### src/common/bsh_pkg.sv
// shared types and constants for the bridge status and handshake block
package bsh_pkg;

    // register port map, word addresses
    localparam logic [3:0] BSH_ADDR_STATUS  = 4'h0;
    localparam logic [3:0] BSH_ADDR_CONTROL = 4'h1;
    localparam logic [3:0] BSH_ADDR_COUNT   = 4'h2;
    localparam logic [3:0] BSH_ADDR_PHASE   = 4'h3;

    // control register fields and reset value
    localparam int         BSH_CTL_HOST256_BIT = 0;
    localparam logic [7:0] BSH_CTL_RESET       = 8'h00;

    // timing at 40 MHz
    localparam int BSH_CLK_MHZ          = 40;
    localparam int BSH_SELFTEST_US      = 10;
    localparam int BSH_SELFTEST_CYCLES  = BSH_SELFTEST_US * BSH_CLK_MHZ;
    localparam int BSH_BANK_SWITCH_NS   = 500;
    localparam int BSH_BANK_SWITCH_CYC  = (BSH_BANK_SWITCH_NS * BSH_CLK_MHZ + 999) / 1000;

    // slave population limits
    localparam logic [8:0] BSH_SLAVES_LOW_MAX = 9'h080;
    localparam logic [7:0] BSH_BANK_HIGH_BASE = 8'h80;

    // status flags towards the host
    typedef struct packed {
        logic link_ready;
        logic line_short_error;
        logic supply_drop_error;
        logic line_break_error;
        logic overcount_error;
        logic handshake_capable;
        logic param_busy;
        logic adjust_active;
        logic slave_alarm;
        logic param_done;
        logic param_error;
        logic addr_scan_active;
        logic bank_shown;
        logic bank_switching;
    } bsh_status_t;

    // command bits from the host
    typedef struct packed {
        logic error_clear_req;
        logic param_access_cmd;
        logic param_read_all_cmd;
        logic param_write_all_cmd;
        logic bank_select;
        logic bank_switch_cmd;
    } bsh_cmd_t;

    // fault and activity inputs from the bridge internals
    typedef struct packed {
        logic hw_fault;
        logic pair_short;
        logic over_current;
        logic supply_low;
        logic pair_break;
        logic slave_lost;
        logic slave_status_fault;
        logic slave_addr_fault;
        logic scan_start;
        logic scan_done;
        logic adjust_mode;
        logic display_present;
    } bsh_event_t;

    typedef enum logic [2:0] {
        BSH_P_IDLE = 3'b001,
        BSH_P_PROC = 3'b010,
        BSH_P_WAIT = 3'b100
    } bsh_param_state_t;

    typedef enum logic [2:0] {
        BSH_B_IDLE = 3'b001,
        BSH_B_SWAP = 3'b010,
        BSH_B_WAIT = 3'b100
    } bsh_bank_state_t;

endpackage : bsh_pkg

### src/design/bsh_flags.sv
// status flags and handshakes of the bridge cyclic bit interface
// Notes on behaviour
// - ready after power-up and self test
// - ready drops on hardware failure
// - short or overcurrent sets sticky error
// - sticky errors clear on clear-request falling edge
// - supply drop sets sticky error
// - line break or lost slave sets sticky
// - overcount when 129+ slaves, host limited
// - overcount clears on rescan or power cycle
// - handshake capable held high
// - busy set when parameter processing starts
// - busy clears when done and commands low
// - done asserted when parameter access finishes
// - parameter failure sets sticky error
// - adjust active during adjustment mode, detection masked
// - adjust clears on normal mode or unplug
// - slave fault sets sticky alarm
// - scan active from detection start to end
// - bank shown low 1-128, high 129-256
// - bank selects remote word contents
// - switching set on command rising edge
// - switching clears after swap and command low
//
// The implementer's own choices: the placing of the registers and the plain strobed port.
`timescale 1ns/100ps

module bsh_flags #(
    parameter int SELFTEST_CYCLES = bsh_pkg::BSH_SELFTEST_CYCLES,
    parameter int BANK_CYCLES     = bsh_pkg::BSH_BANK_SWITCH_CYC
) (
    input  wire logic                 core_clk,
    input  wire logic                 reset_n,
    input  wire bsh_pkg::bsh_cmd_t    host_cmd,
    input  wire bsh_pkg::bsh_event_t  events,
    input  wire logic [8:0]           slave_count,
    input  wire logic                 param_finish,
    input  wire logic                 param_fail,
    output bsh_pkg::bsh_status_t      status,
    output logic                      param_start,
    output logic [1:0]                param_kind,
    output logic [7:0]                bank_module_base,
    input  wire logic [3:0]           reg_addr,
    input  wire logic [15:0]          reg_wdata,
    input  wire logic                 reg_wr,
    input  wire logic                 reg_rd,
    output logic [15:0]               reg_rdata
);
    import bsh_pkg::*;

    // counters are 16 and 8 bits wide, so larger counts cannot be served
    if (SELFTEST_CYCLES < 1 || SELFTEST_CYCLES > 65535) begin : g_bad_selftest
        $error("SELFTEST_CYCLES out of range");
    end
    if (BANK_CYCLES < 1 || BANK_CYCLES > 255) begin : g_bad_bank
        $error("BANK_CYCLES out of range");
    end

    bsh_param_state_t param_state;
    bsh_bank_state_t  bank_state;
    logic [15:0]      test_count;
    logic             test_done;
    logic             clear_prev;
    logic             clear_pulse;
    logic             bank_cmd_prev;
    logic             bank_cmd_rise;
    logic [7:0]       bank_count;
    logic             bank_target;
    logic [7:0]       control;
    logic             any_param_cmd;
    logic             host256;
    logic [15:0]      status_word;

    assign host256       = control[BSH_CTL_HOST256_BIT];
    assign any_param_cmd = host_cmd.param_access_cmd | host_cmd.param_read_all_cmd | host_cmd.param_write_all_cmd;
    // clear acts on the on-then-off pulse, i.e. the falling edge
    assign clear_pulse   = clear_prev & ~host_cmd.error_clear_req;
    assign bank_cmd_rise = host_cmd.bank_switch_cmd & ~bank_cmd_prev;
    assign bank_module_base = status.bank_shown ? BSH_BANK_HIGH_BASE : 8'h00;

    // edge history
    always_ff @(posedge core_clk) begin
        if (!reset_n) begin
            clear_prev    <= 1'b0;
            bank_cmd_prev <= 1'b0;
        end else begin
            clear_prev    <= host_cmd.error_clear_req;
            bank_cmd_prev <= host_cmd.bank_switch_cmd;
        end
    end

    // self test after reset, then ready
    always_ff @(posedge core_clk) begin
        if (!reset_n) begin
            test_count <= 16'h0000;
            test_done  <= 1'b0;
        end else if (!test_done) begin
            test_count <= test_count + 16'h0001;
            test_done  <= (test_count == 16'(SELFTEST_CYCLES - 1));
        end
    end

    always_ff @(posedge core_clk) begin
        if (!reset_n) begin
            status.link_ready <= 1'b0;
        end else begin
            status.link_ready <= test_done & ~events.hw_fault;
        end
    end

    // sticky errors: a live cause wins over a clear pulse
    always_ff @(posedge core_clk) begin
        if (!reset_n) begin
            status.line_short_error  <= 1'b0;
            status.supply_drop_error <= 1'b0;
            status.line_break_error  <= 1'b0;
            status.slave_alarm       <= 1'b0;
        end else begin
            status.line_short_error  <= events.pair_short | events.over_current
                                        | (status.line_short_error & ~clear_pulse);
            status.supply_drop_error <= events.supply_low
                                        | (status.supply_drop_error & ~clear_pulse);
            // slave loss cannot be seen while the display unit adjusts
            status.line_break_error  <= events.pair_break | (events.slave_lost & ~status.adjust_active)
                                        | (status.line_break_error & ~clear_pulse);
            status.slave_alarm       <= events.slave_status_fault | events.slave_addr_fault
                                        | (status.slave_alarm & ~clear_pulse);
        end
    end

    // overcount judged at the end of each address scan; reset is the power cycle
    always_ff @(posedge core_clk) begin
        if (!reset_n) begin
            status.overcount_error <= 1'b0;
        end else if (events.scan_done) begin
            status.overcount_error <= (slave_count > BSH_SLAVES_LOW_MAX) & ~host256;
        end
    end

    always_ff @(posedge core_clk) begin
        if (!reset_n) begin
            status.addr_scan_active <= 1'b0;
        end else if (events.scan_start) begin
            status.addr_scan_active <= 1'b1;
        end else if (events.scan_done) begin
            status.addr_scan_active <= 1'b0;
        end
    end

    always_ff @(posedge core_clk) begin
        if (!reset_n) begin
            status.adjust_active <= 1'b0;
        end else begin
            status.adjust_active <= events.adjust_mode & events.display_present;
        end
    end

    always_ff @(posedge core_clk) begin
        if (!reset_n) begin
            status.handshake_capable <= 1'b0;
        end else begin
            status.handshake_capable <= 1'b1;
        end
    end

    // parameter handshake
    always_ff @(posedge core_clk) begin
        if (!reset_n) begin
            param_state       <= BSH_P_IDLE;
            status.param_busy <= 1'b0;
            status.param_done <= 1'b0;
            param_start       <= 1'b0;
            param_kind        <= 2'b00;
        end else begin
            param_start <= 1'b0;
            unique case (param_state)
                BSH_P_IDLE: begin
                    // requests are not seen during adjustment mode
                    if (any_param_cmd && !status.adjust_active) begin
                        param_state       <= BSH_P_PROC;
                        status.param_busy <= 1'b1;
                        status.param_done <= 1'b0;
                        param_start       <= 1'b1;
                        // access command has priority if the host raises several
                        param_kind        <= host_cmd.param_access_cmd   ? 2'b00 :
                                             host_cmd.param_read_all_cmd ? 2'b01 : 2'b10;
                    end
                end
                BSH_P_PROC: begin
                    if (param_finish || param_fail) begin
                        param_state       <= BSH_P_WAIT;
                        status.param_done <= 1'b1;
                    end
                end
                BSH_P_WAIT: begin
                    if (!any_param_cmd) begin
                        param_state       <= BSH_P_IDLE;
                        status.param_busy <= 1'b0;
                    end
                end
            endcase
        end
    end

    always_ff @(posedge core_clk) begin
        if (!reset_n) begin
            status.param_error <= 1'b0;
        end else begin
            status.param_error <= (param_state == BSH_P_PROC && param_fail)
                                  | (status.param_error & ~clear_pulse);
        end
    end

    // bank switching handshake; select is sampled at the command edge
    always_ff @(posedge core_clk) begin
        if (!reset_n) begin
            bank_state            <= BSH_B_IDLE;
            status.bank_switching <= 1'b0;
            status.bank_shown     <= 1'b0;
            bank_target           <= 1'b0;
            bank_count            <= 8'h00;
        end else begin
            unique case (bank_state)
                BSH_B_IDLE: begin
                    if (bank_cmd_rise) begin
                        bank_state            <= BSH_B_SWAP;
                        status.bank_switching <= 1'b1;
                        bank_target           <= host_cmd.bank_select;
                        bank_count            <= 8'h00;
                    end
                end
                BSH_B_SWAP: begin
                    bank_count <= bank_count + 8'h01;
                    if (bank_count == 8'(BANK_CYCLES - 1)) begin
                        bank_state        <= BSH_B_WAIT;
                        status.bank_shown <= bank_target;
                    end
                end
                BSH_B_WAIT: begin
                    if (!host_cmd.bank_switch_cmd) begin
                        bank_state            <= BSH_B_IDLE;
                        status.bank_switching <= 1'b0;
                    end
                end
            endcase
        end
    end

    // register port
    assign status_word = {2'b00, status};

    always_ff @(posedge core_clk) begin
        if (!reset_n) begin
            control <= BSH_CTL_RESET;
        end else if (reg_wr && reg_addr == BSH_ADDR_CONTROL) begin
            control <= reg_wdata[7:0];
        end
    end

    // unmapped or idle reads return zero
    always_ff @(posedge core_clk) begin
        if (!reset_n) begin
            reg_rdata <= 16'h0000;
        end else if (reg_rd) begin
            unique case (reg_addr)
                BSH_ADDR_STATUS:  reg_rdata <= status_word;
                BSH_ADDR_CONTROL: reg_rdata <= {8'h00, control};
                BSH_ADDR_COUNT:   reg_rdata <= {7'h00, slave_count};
                BSH_ADDR_PHASE:   reg_rdata <= {10'h000, bank_state, param_state};
                default:          reg_rdata <= 16'h0000;
            endcase
        end else begin
            reg_rdata <= 16'h0000;
        end
    end

endmodule : bsh_flags

### config.mk
export PLATFORM = sky130hd
export DESIGN_NAME = bsh_flags
export DESIGN_NICKNAME = d
export VERILOG_FILES = /design/src/common/bsh_pkg.sv /design/src/design/bsh_flags.sv
export SDC_FILE = /design/constraint.sdc
export NUM_CORES = 1
export LEC_CHECK = 0
export BUFFER_PORTS_ARGS = -buffer_cell sky130_fd_sc_hd__buf_4
export CORE_MARGIN = 10
export CORE_UTILIZATION = 57
export CTS_BUF_LIST = sky130_fd_sc_hd__clkbuf_8
export DETAILED_ROUTE_END_ITERATION = 8
export GPL_TIMING_DRIVEN = 0
export PLACE_DENSITY = 0.86
export SYNTH_ARGS = -nofsm -noshare
export SYNTH_HDL_FRONTEND = slang
export SYNTH_SLANG_ARGS = --single-unit
### constraint.sdc
create_clock -name core_clk -period 4.4 [get_ports core_clk]
set_input_delay 0.88 -clock core_clk [delete_from_list [all_inputs] [get_ports core_clk]]
set_output_delay 0.88 -clock core_clk [all_outputs]
set_load 0.03 [all_outputs]
==> results of run 1 <==
## layout make-up
cell class	count	area, um2	share of cell area, %
Inverter	5	18.77	0.4693
Clock buffer	10	137.6	3.442
Sequential cell	73	1461	36.55
Multi-Input combinational cell	249	1520	38.02
Timing Repair Buffer	75	563.0	14.08
Buffer	25	137.6	3.442
Tap cell	70	87.58	2.190
Clock inverter	5	72.57	1.815
## synth_stat cells (all sizes together), types with 5 or more instances
cell	n
dfxtp	73
nor2	44
a21oi	24
nand2	22
mux2i	20
buf	15
nand3	12
nand2b	11
and2	10
clkbuf	10
nor3	8
o21ai	8
a22oi	7
nand4	7
and3	6
mux2	6
inv	5
nor3b	5
xnor2	5
xor2	5
## registers in the layout (all words and copies together) (netlist names)
signal / flops
test_count: 16
reg_rdata: 14
status: 14
bank_count: 8
control: 8
bank_state: 3
param_state: 3
param_kind: 2
bank_cmd_prev: 1
bank_target: 1
clear_prev: 1
param_start: 1
test_done: 1
## final timing paths
kind,startpoint,to,slack [ns]
hold reg to reg,bank_target,bank_target,0.47
setup / recovery,reg_addr[3],reg_rdata[10],2.34
setup reg to reg,bank_state[0],bank_count[6],2.44
hold / removal,bank_target,bank_target,0.47
## where the power goes
part	internal, mW	total, mW	switching, mW
clock	0.327	0.559	0.232
sequential	0.680	0.696	0.0166
combinational	0.0742	0.167	0.0926
total	1.08	1.42	0.341
## kinds of logic after synthesis
group | Yosys count
AND/OR/NAND/NOR | 145
flip-flops | 73
AO/OA/AOI/OAI | 57
buffers and inverters | 30
multiplexers | 26
XOR/XNOR | 10
adder cells (fa/ha/maj) | 2
other | 1
## stage by stage
step	setup WS [ns]	utilization, %	hold WS, ns	area [um2]
after detailed placement	1.978	72.79	0.4574	3789
after global routing	2.149	76.83	0.4825	3999
after global placement	2.019	72.79	0.4399	3789
after CTS	2.340	76.83	0.4672	3999
final	2.338	76.83	0.4668	3999
after floorplan	2.359	-	0.4357	3138
## worst min-delay path: stages (launching register included)
cell and delay [ns]:
dfxtp_1 0.31, nand2_1 0.05, a21oi_1 0.06
## routing by layer
layer | vias to the layer above | global-route usage (%)
met1 | 1301 | 22.86
li1 | 1387 | -
met2 | 112 | 30.53
met5 | - | 0
met4 | 0 | 7.722
met3 | 12 | 6.235
==> impl_metrics.ini, run 1 <==
[logic_synthesis]
avgSynthCellArea_um2 = 9.035
synth_edf_count = 0
synth.yosys.warnings = 0
synth_simple_gate_area_share_pct = 24.15
synth_fa_ha_area_share_pct = 0.8052
ys_types = 45
synth-main-ff-cell = dfxtp_1
netlist_top_cells_area = dfxtp_1, mux2i_1, nor2_1
synthArstFlopShare_pct = 0
synth_top_family_by_area = simple AND/OR/NAND/NOR gates
synth-xor-area-share_pct = 2.818
synthCells = 344
synth_compound_area_share_pct = 11.43
yosys.area.top_type_share_pct = 47.02
synth_area_um2 = 3108
ys_seq_elements = 73
synth_mux_area_share_pct = 8.615
synth_top_area_cell = dfxtp_1
yosysSeqAreaShare_pct = 47.02

[clock_tree]
cts.reportedPaths.clkPinSlew_ns = 0.07
cts_hold_buf = 0
clk_latency_ns = 0.34
root_buffer = clkbuf_8
cts_resized = 0
cts_tree = done
post_cts_buffers = 0
cts_max_level = 3
cts_buffers = 9
clockBufferDepth = 2
cts.sinks = 73

[sta]
rsz0062_at_grt = no
max-slew-margin-rel_pct = 40.41
period_share_pct = 46.86
finalMaxSlewViolations = 0
finalCriticalPeriod_ns = 2.062
finalClockSkew_ns = 0.003371
fmaxAchievable_ghz = 0.4850
tns_ns = 0
hold_viol_final = 0
setup_viol = 0
worstMarginPinSlew_ns = 0.8814

[global_route]
grt_pass1_vias = 2788
track_usage_pct = 19.02
grt_pass1_wl_mm = 13.62
grt_remaining_overflow = 0
grt_max_degree = 12
antenna_found_initial = 0

[worst_setup_path]
slowest_delay_ns = 0.51
reg2reg_depth = 5
cp_cell_sequence = buf_4, nor2_1, nand3_1, nor3_1, and2_1
startpoint_type = input port
worstSetupEndpointType = flip-flop
cp_top_family = simple AND/OR/NAND/NOR gates
worst-path-buf-inv = 1
crit_required_ns = 4.69
critPathArrivalTime_ns = 2.35
cpMaxStageDelayCell = nor3_1
cp.depth = 5
critPathKind = input port to flip-flop
cp_max_fo = 10

[cells_and_area]
mostFrequentLayoutCell = buf_4
layout.cells.non_filler = 512
fillCellCount = 408
final_cell_mix = buf_4, dfxtp_1, nor2_1, a21oi_1, nand2_1
finalNetCount = 493
antenna_cells = 0
syn_to_final_growth_pct = 28.66
layout-drive-gt1-share_pct = 24.43

[floorplan]
die_h_um = 93.84
core_um2 = 5205
num_io_pins = 94
dieArea_um2 = 8806
die_x_um = 93.84
core.rowCount = 26
initial_utilization_pct = 59.71

[outcome]
outcome = complete, no violations

[detailed_routing]
vias = 2812
wl_met2_mm = 3.838
drc = 0
drtPass1Iterations = 4
drtIter0Drc = 134
vias_per_cell = 5.492
postRouteAntennaNets = 0
top_layer = met4
post_drt_wl_per_cell_um = 16.22
wl_met3_um = 760
wl_met1_mm = 3.578
drt-total-wl_mm = 8.304

[power_and_ir_drop]
power_density_nw_per_um2 = 355.6
ir_drop_mv = 0.2647
p_leak_nw = 1.783
finalPower_mw = 1.422

[worst_hold_path]
hold_depth = 2
hp-class = flip-flop to flip-flop

[place]
dp.cells = 497
routabilityCongestion = 0.8705
portBuffers = 75
hpwl_mm = 6.157

[run]
maxCapViolCount = 0
Power figures use the tool's default switching activity.
==> run 2, diff against run 1 <==
--- a/config.mk
+++ b/config.mk
@@ -7,11 +7,11 @@
 export LEC_CHECK = 0
 export BUFFER_PORTS_ARGS = -buffer_cell sky130_fd_sc_hd__buf_4
 export CORE_MARGIN = 10
-export CORE_UTILIZATION = 57
+export CORE_UTILIZATION = 53
 export CTS_BUF_LIST = sky130_fd_sc_hd__clkbuf_8
 export DETAILED_ROUTE_END_ITERATION = 8
 export GPL_TIMING_DRIVEN = 0
-export PLACE_DENSITY = 0.86
+export PLACE_DENSITY = 0.81
 export SYNTH_ARGS = -nofsm -noshare
 export SYNTH_HDL_FRONTEND = slang
 export SYNTH_SLANG_ARGS = --single-unit
==> constraint.sdc (replaced) <==
create_clock -name core_clk -period 2 [get_ports core_clk]
set_input_delay 0.4 -clock core_clk [delete_from_list [all_inputs] [get_ports core_clk]]
set_output_delay 0.4 -clock core_clk [all_outputs]
set_load 0.03 [all_outputs]
==> run 2 against run 1 <==
Effect of this change:
- sequential share of layout area hardly changed
- combinational power is 120% higher
- final area is 0.13% higher
- hold slack worse by 0.27 ns
- via count stayed put
- global-route usage is 1.2 points lower
- die area is 5.9% higher
- utilization is 5.4 points lower
- worst setup slack worse by 2.2 ns
- clock skew is 0.011 ns higher
- non-clock buffer count stayed put
==> impl_metrics.ini, run 2 (synthesized netlist as in run 1, its figures left out) <==
[floorplan]
dieArea_um2 = 9327
num_io_pins = 94
core.rowCount = 27
die_x_um = 96.58
core_um2 = 5608
initial_utilization_pct = 55.42
die_h_um = 96.58

[worst_setup_path]
critPathKind = flip-flop to flip-flop
cp_top_family = simple AND/OR/NAND/NOR gates
slowest_delay_ns = 0.35
worst-path-buf-inv = 2
crit_required_ns = 2.27
critPathArrivalTime_ns = 2.09
worstSetupEndpointType = flip-flop
cp_max_fo = 9
cpMaxStageDelayCell = or3b_1
cp_cell_sequence = buf_4, or3b_1, buf_2, or2_4, or3_1, a21oi_1
startpoint_type = flip-flop

[sta]
setup_viol = 0
fmaxAchievable_ghz = 0.5493
finalMaxSlewViolations = 0
tns_ns = 0
period_share_pct = 91.03
finalClockSkew_ns = 0.01398
worstMarginPinSlew_ns = 0.9255
rsz0062_at_grt = no
finalCriticalPeriod_ns = 1.821
max-slew-margin-rel_pct = 37.43
whs_ns = 0.1973
hold_viol_final = 0

[power_and_ir_drop]
p_leak_nw = 1.768
power_density_nw_per_um2 = 758.9
ir_drop_mv = 0.5745

[clock_tree]
cts.sinks = 73
cts.reportedPaths.clkPinSlew_ns = 0.08
clockBufferDepth = 2
root_buffer = clkbuf_8
cts_tree = done
cts_max_level = 3
clk_latency_ns = 0.35
cts_buffers = 9

[global_route]
grt_max_degree = 13
track_usage_pct = 17.85
grt_pass1_vias = 2682
antenna_found_initial = 0
grt_pass1_wl_mm = 13.16
grt_remaining_overflow = 0

[place]
portBuffers = 75
hpwl_mm = 6.237
dp.cells = 499
routabilityCongestion = 0.8594

[cells_and_area]
fillCellCount = 446
largest_reg_flops = 16
antenna_cells = 0
post-route-util_pct = 71.40
mostFrequentLayoutCell = buf_4
finalNetCount = 493
syn_to_final_growth_pct = 28.82
layout.cells.non_filler = 514
layout-drive-gt1-share_pct = 25.34
top_regs = test_count x16, reg_rdata x14, status x14
final_cell_mix = buf_4, dfxtp_1, nor2_1, a21oi_1, nand2_1
top_register = test_count

[detailed_routing]
drt-total-wl_mm = 8.287
postRouteAntennaNets = 0
post_drt_wl_per_cell_um = 16.12
drtPass1Iterations = 6
drtIter0Drc = 156
vias = 2812
vias_per_cell = 5.471
drc = 0

[outcome]
outcome = complete, no violations

[worst_hold_path]
hp-class = input port to flip-flop

[run]
maxCapViolCount = 0
## run 2: cell count changes in the layout (fill, tap and decap cells not counted), sizes merged
cell | previous run | this run
clkinvlp | 0 | 2
bufinv | 2 | 1
inv | 7 | 6
## run 2: final cells by class
| cell class | instances | area, um2 | area share [%] |
|---|---|---|---|
| plain buffers | 25 | 137.6 | 3.438 |
| clock buffers | 10 | 137.6 | 3.438 |
| clock inverters | 5 | 57.56 | 1.438 |
| inverters | 5 | 18.77 | 0.4688 |
| multi-input cells | 249 | 1538 | 38.41 |
| flip-flops and latches | 73 | 1461 | 36.50 |
| well taps | 72 | 90.09 | 2.250 |
| repair buffers | 75 | 563.0 | 14.06 |
## run 2: power breakdown
group	total [mW]	internal, mW	switching (mW)
Combinational	0.370	0.164	0.206
Sequential	1.53	1.50	0.0350
Clock	1.14	0.600	0.538
## run 2: path summary, 6_finish.rpt
path	startpoint	endpoint	slack [ns]	depth (start not counted)
max	bank_state[1]	bank_count[7]	0.18	6
min	events[11]	status[13]	0.20	2
max reg2reg	bank_state[1]	bank_count[7]	0.18	6
min reg2reg	status[13]	reg_rdata[13]	0.46	1
## run 2: stage by stage
| step | worst slack [ns] | instance area [um2] | total power [mW] |
|---|---|---|---|
| 5_1_grt | 0.07977 | 4004 | 3.151 |
| 6_report | 0.1794 | 4004 | 3.039 |
| 3_5_place_dp | 0.04771 | 3791 | 1.927 |
| 3_3_place_gp | 0.07401 | 3791 | 1.918 |
| 2_1_floorplan | 0.3280 | 3138 | 1.769 |
| 4_1_cts | 0.03825 | 3986 | 3.047 |
## run 2: routing by layer
| metal | global-route usage, % | up-vias | part of all wire [%] |
|---|---|---|---|
| met1 | 21.67 | 1288 | 41 |
| met3 | 5.243 | 17 | 12 |
| met5 | 0 | - | 0 |
| li1 | - | 1374 | - |
| met4 | 8.959 | 0 | 2.3 |
| met2 | 28.17 | 133 | 45 |
## run 2: repair_timing
| action | in CTS | in global routing |
|---|---|---|
| hold endpoints to repair | 0 | 0 |
| hold buffers | 0 | 0 |
| buffers inserted | 0 | 0 |
| resized for setup | 0 | 3 |
| endpoints found under the setup margin | 0 | 10 |
==> run 3, diff against run 2 <==
--- a/config.mk
+++ b/config.mk
@@ -7,11 +7,12 @@
 export LEC_CHECK = 0
 export BUFFER_PORTS_ARGS = -buffer_cell sky130_fd_sc_hd__buf_4
 export CORE_MARGIN = 10
-export CORE_UTILIZATION = 53
+export CORE_UTILIZATION = 57
 export CTS_BUF_LIST = sky130_fd_sc_hd__clkbuf_8
 export DETAILED_ROUTE_END_ITERATION = 8
 export GPL_TIMING_DRIVEN = 0
-export PLACE_DENSITY = 0.81
+export PLACE_DENSITY = 0.86
 export SYNTH_ARGS = -nofsm -noshare
 export SYNTH_HDL_FRONTEND = slang
 export SYNTH_SLANG_ARGS = --single-unit
+export TNS_END_PERCENT = 5
==> constraint.sdc (replaced) <==
create_clock -name core_clk -period 2.14 [get_ports core_clk]
set_input_delay 0.428 -clock core_clk [delete_from_list [all_inputs] [get_ports core_clk]]
set_output_delay 0.428 -clock core_clk [all_outputs]
set_load 0.03 [all_outputs]
==> run 3 against run 2 <==
Effect of this change:
- largest power group unchanged
- sequential power fell by 7%
- clock skew decreased by 0.011 ns
- highest routed layer unchanged
- sequential share of layout area did not move
- final area is the same
==> impl_metrics.ini, run 3 (synthesized netlist as in run 1, its figures left out) <==
[power_and_ir_drop]
comb_power_share_pct = 11.7
p_leak_nw = 1.785
power_density_nw_per_um2 = 730.6
switching_share_pct = 24.03
p_int_mw = 2.222
ir_drop_mv = 0.5459
clkPwrFrac_pct = 39.3
finalPower_mw = 2.925
power.net_switching_uw = 703.0
pwr-share-seq_pct = 48.9

[sta]
hold_viol_final = 0
finalCriticalPeriod_ns = 1.933
fmaxAchievable_ghz = 0.5175
period_share_pct = 90.31
whs_ns = 0.2325
rsz0062_at_grt = no
max-slew-margin-rel_pct = 40.35
finalMaxSlewViolations = 0
finalClockSkew_ns = 0.003286
worstMarginPinSlew_ns = 0.8824
tns_ns = 0
setup_viol = 0

[floorplan]
initial_utilization_pct = 59.71
core_um2 = 5205
num_io_pins = 94
die_h_um = 93.84
die_x_um = 93.84
core.rowCount = 26
dieArea_um2 = 8806

[cells_and_area]
largest_reg_flops = 16
finalInstanceArea_um2 = 4004
fillCellCount = 406
layout-drive-gt1-share_pct = 24.66
top_register = test_count
finalNetCount = 493
post-route-util_pct = 76.92
antenna_cells = 0
top_regs = test_count x16, reg_rdata x14, status x14
syn_to_final_growth_pct = 28.82
mostFrequentLayoutCell = buf_4
final_cell_mix = buf_4, dfxtp_1, nor2_1, a21oi_1, nand2_1

[outcome]
outcome = complete, no violations

[worst_hold_path]
hp-class = input port to flip-flop

[detailed_routing]
drc = 0
drt-total-wl_mm = 8.293
postRouteAntennaNets = 0
vias = 2787
drtIter0Drc = 140
post_drt_wl_per_cell_um = 16.20
vias_per_cell = 5.443
drtPass1Iterations = 4

[worst_setup_path]
critPathLaunch = bank_state[1]
cpMaxStageDelayCell = nor4b_1
cp_max_fo = 9
critPathKind = flip-flop to flip-flop
crit_required_ns = 2.38
cp_cell_sequence = buf_4, nor4b_1, nand2_1, and3_1, o21a_1
slowest_delay_ns = 0.68
critPathArrivalTime_ns = 2.17
r2r_end = bank_count[6]
r2r-start = bank_state[1]
reg2reg_depth = 5
worstSetupEndpointType = flip-flop
startpoint_type = flip-flop
crit_end = bank_count[6]
ff2ff_setup_slack_ns = 0.21

[clock_tree]
cts_buffers = 9
clockBufferDepth = 2
clk_latency_ns = 0.34
cts_max_level = 3
root_buffer = clkbuf_8
cts.sinks = 73
cts_tree = done
cts.reportedPaths.clkPinSlew_ns = 0.07

[global_route]
grt_max_degree = 12
grt_remaining_overflow = 0
grt_pass1_wl_mm = 13.62
antenna_found_initial = 0
grt_pass1_vias = 2788
track_usage_pct = 19.02

[place]
portBuffers = 75
hpwl_mm = 6.157
placed_area_um2 = 3789
routabilityCongestion = 0.8705

[run]
maxCapViolCount = 0
## run 3: worst max-delay path: cells and delay by family, from the launching register on
family                 cells  cell delay (ns)
and+or+nand+nor            3             1.21
AOI/OAI and AO/OA          1             0.17
buffers and inverters      1             0.15
DFF                        1             0.30
## run 3: power groups by stage
| stage | Clock, mW | Sequential (mW) | Combinational [mW] |
|---|---|---|---|
| 4_1_cts | 1.16 | 1.43 | 0.342 |
| 5_1_grt | 1.23 | 1.43 | 0.373 |
| 6_report | 1.15 | 1.43 | 0.343 |
| 3_3_place_gp | 0 | 1.46 | 0.332 |
| 2_1_floorplan | 0 | 1.49 | 0.162 |
| 3_5_place_dp | 0 | 1.46 | 0.339 |
## run 3: layout make-up
type	instances	area (um2)	area share (%)
buffer	25	137.6	3.438
clock buffer	10	137.6	3.438
clock inverter	5	72.57	1.812
inverter	5	18.77	0.4688
multi-input combinational	249	1525	38.09
sequential	73	1461	36.50
tap	70	87.58	2.188
timing repair buffer	75	563.0	14.06
## run 3: worst min-delay path by stage
| stage | start | cells after the start | to | slack (ns) |
|---|---|---|---|---|
| after floorplan | bank_target | 2 | bank_target | 0.44 |
| after global routing | events[11] | 2 | status[13] | 0.23 |
| after detailed placement | bank_target | 2 | bank_target | 0.46 |
| after CTS | events[11] | 2 | status[13] | 0.22 |
| after global placement | status[13] | 1 | reg_rdata[13] | 0.44 |
| final | events[11] | 2 | status[13] | 0.23 |
## run 3: through the flow
| step | cells | worst slack (ns) |
|---|---|---|
| 4_1_cts | 512 | 0.1721 |
| 6_report | 512 | 0.2075 |
| 2_1_floorplan | 352 | 0.4680 |
| 5_1_grt | 512 | 0.04988 |
| 3_3_place_gp | 497 | 0.2113 |
| 3_5_place_dp | 497 | 0.1703 |
## run 3: timing repair
| action | 4_1_cts | 5_1_grt |
|---|---|---|
| hold endpoints to repair | 0 | 0 |
| resized for setup | 0 | 1 |
| buffers inserted | 0 | 0 |
| setup endpoints to repair | 0 | 2 |
| hold buffers | 0 | 0 |
## run 3: layer usage
layer	vias up	part of all wire, %	global-route usage (%)
li1	1383	-	-
met1	1276	42	22.86
met2	114	47	30.53
met3	14	9.4	6.235
met4	0	1.6	7.722
met5	-	0	0
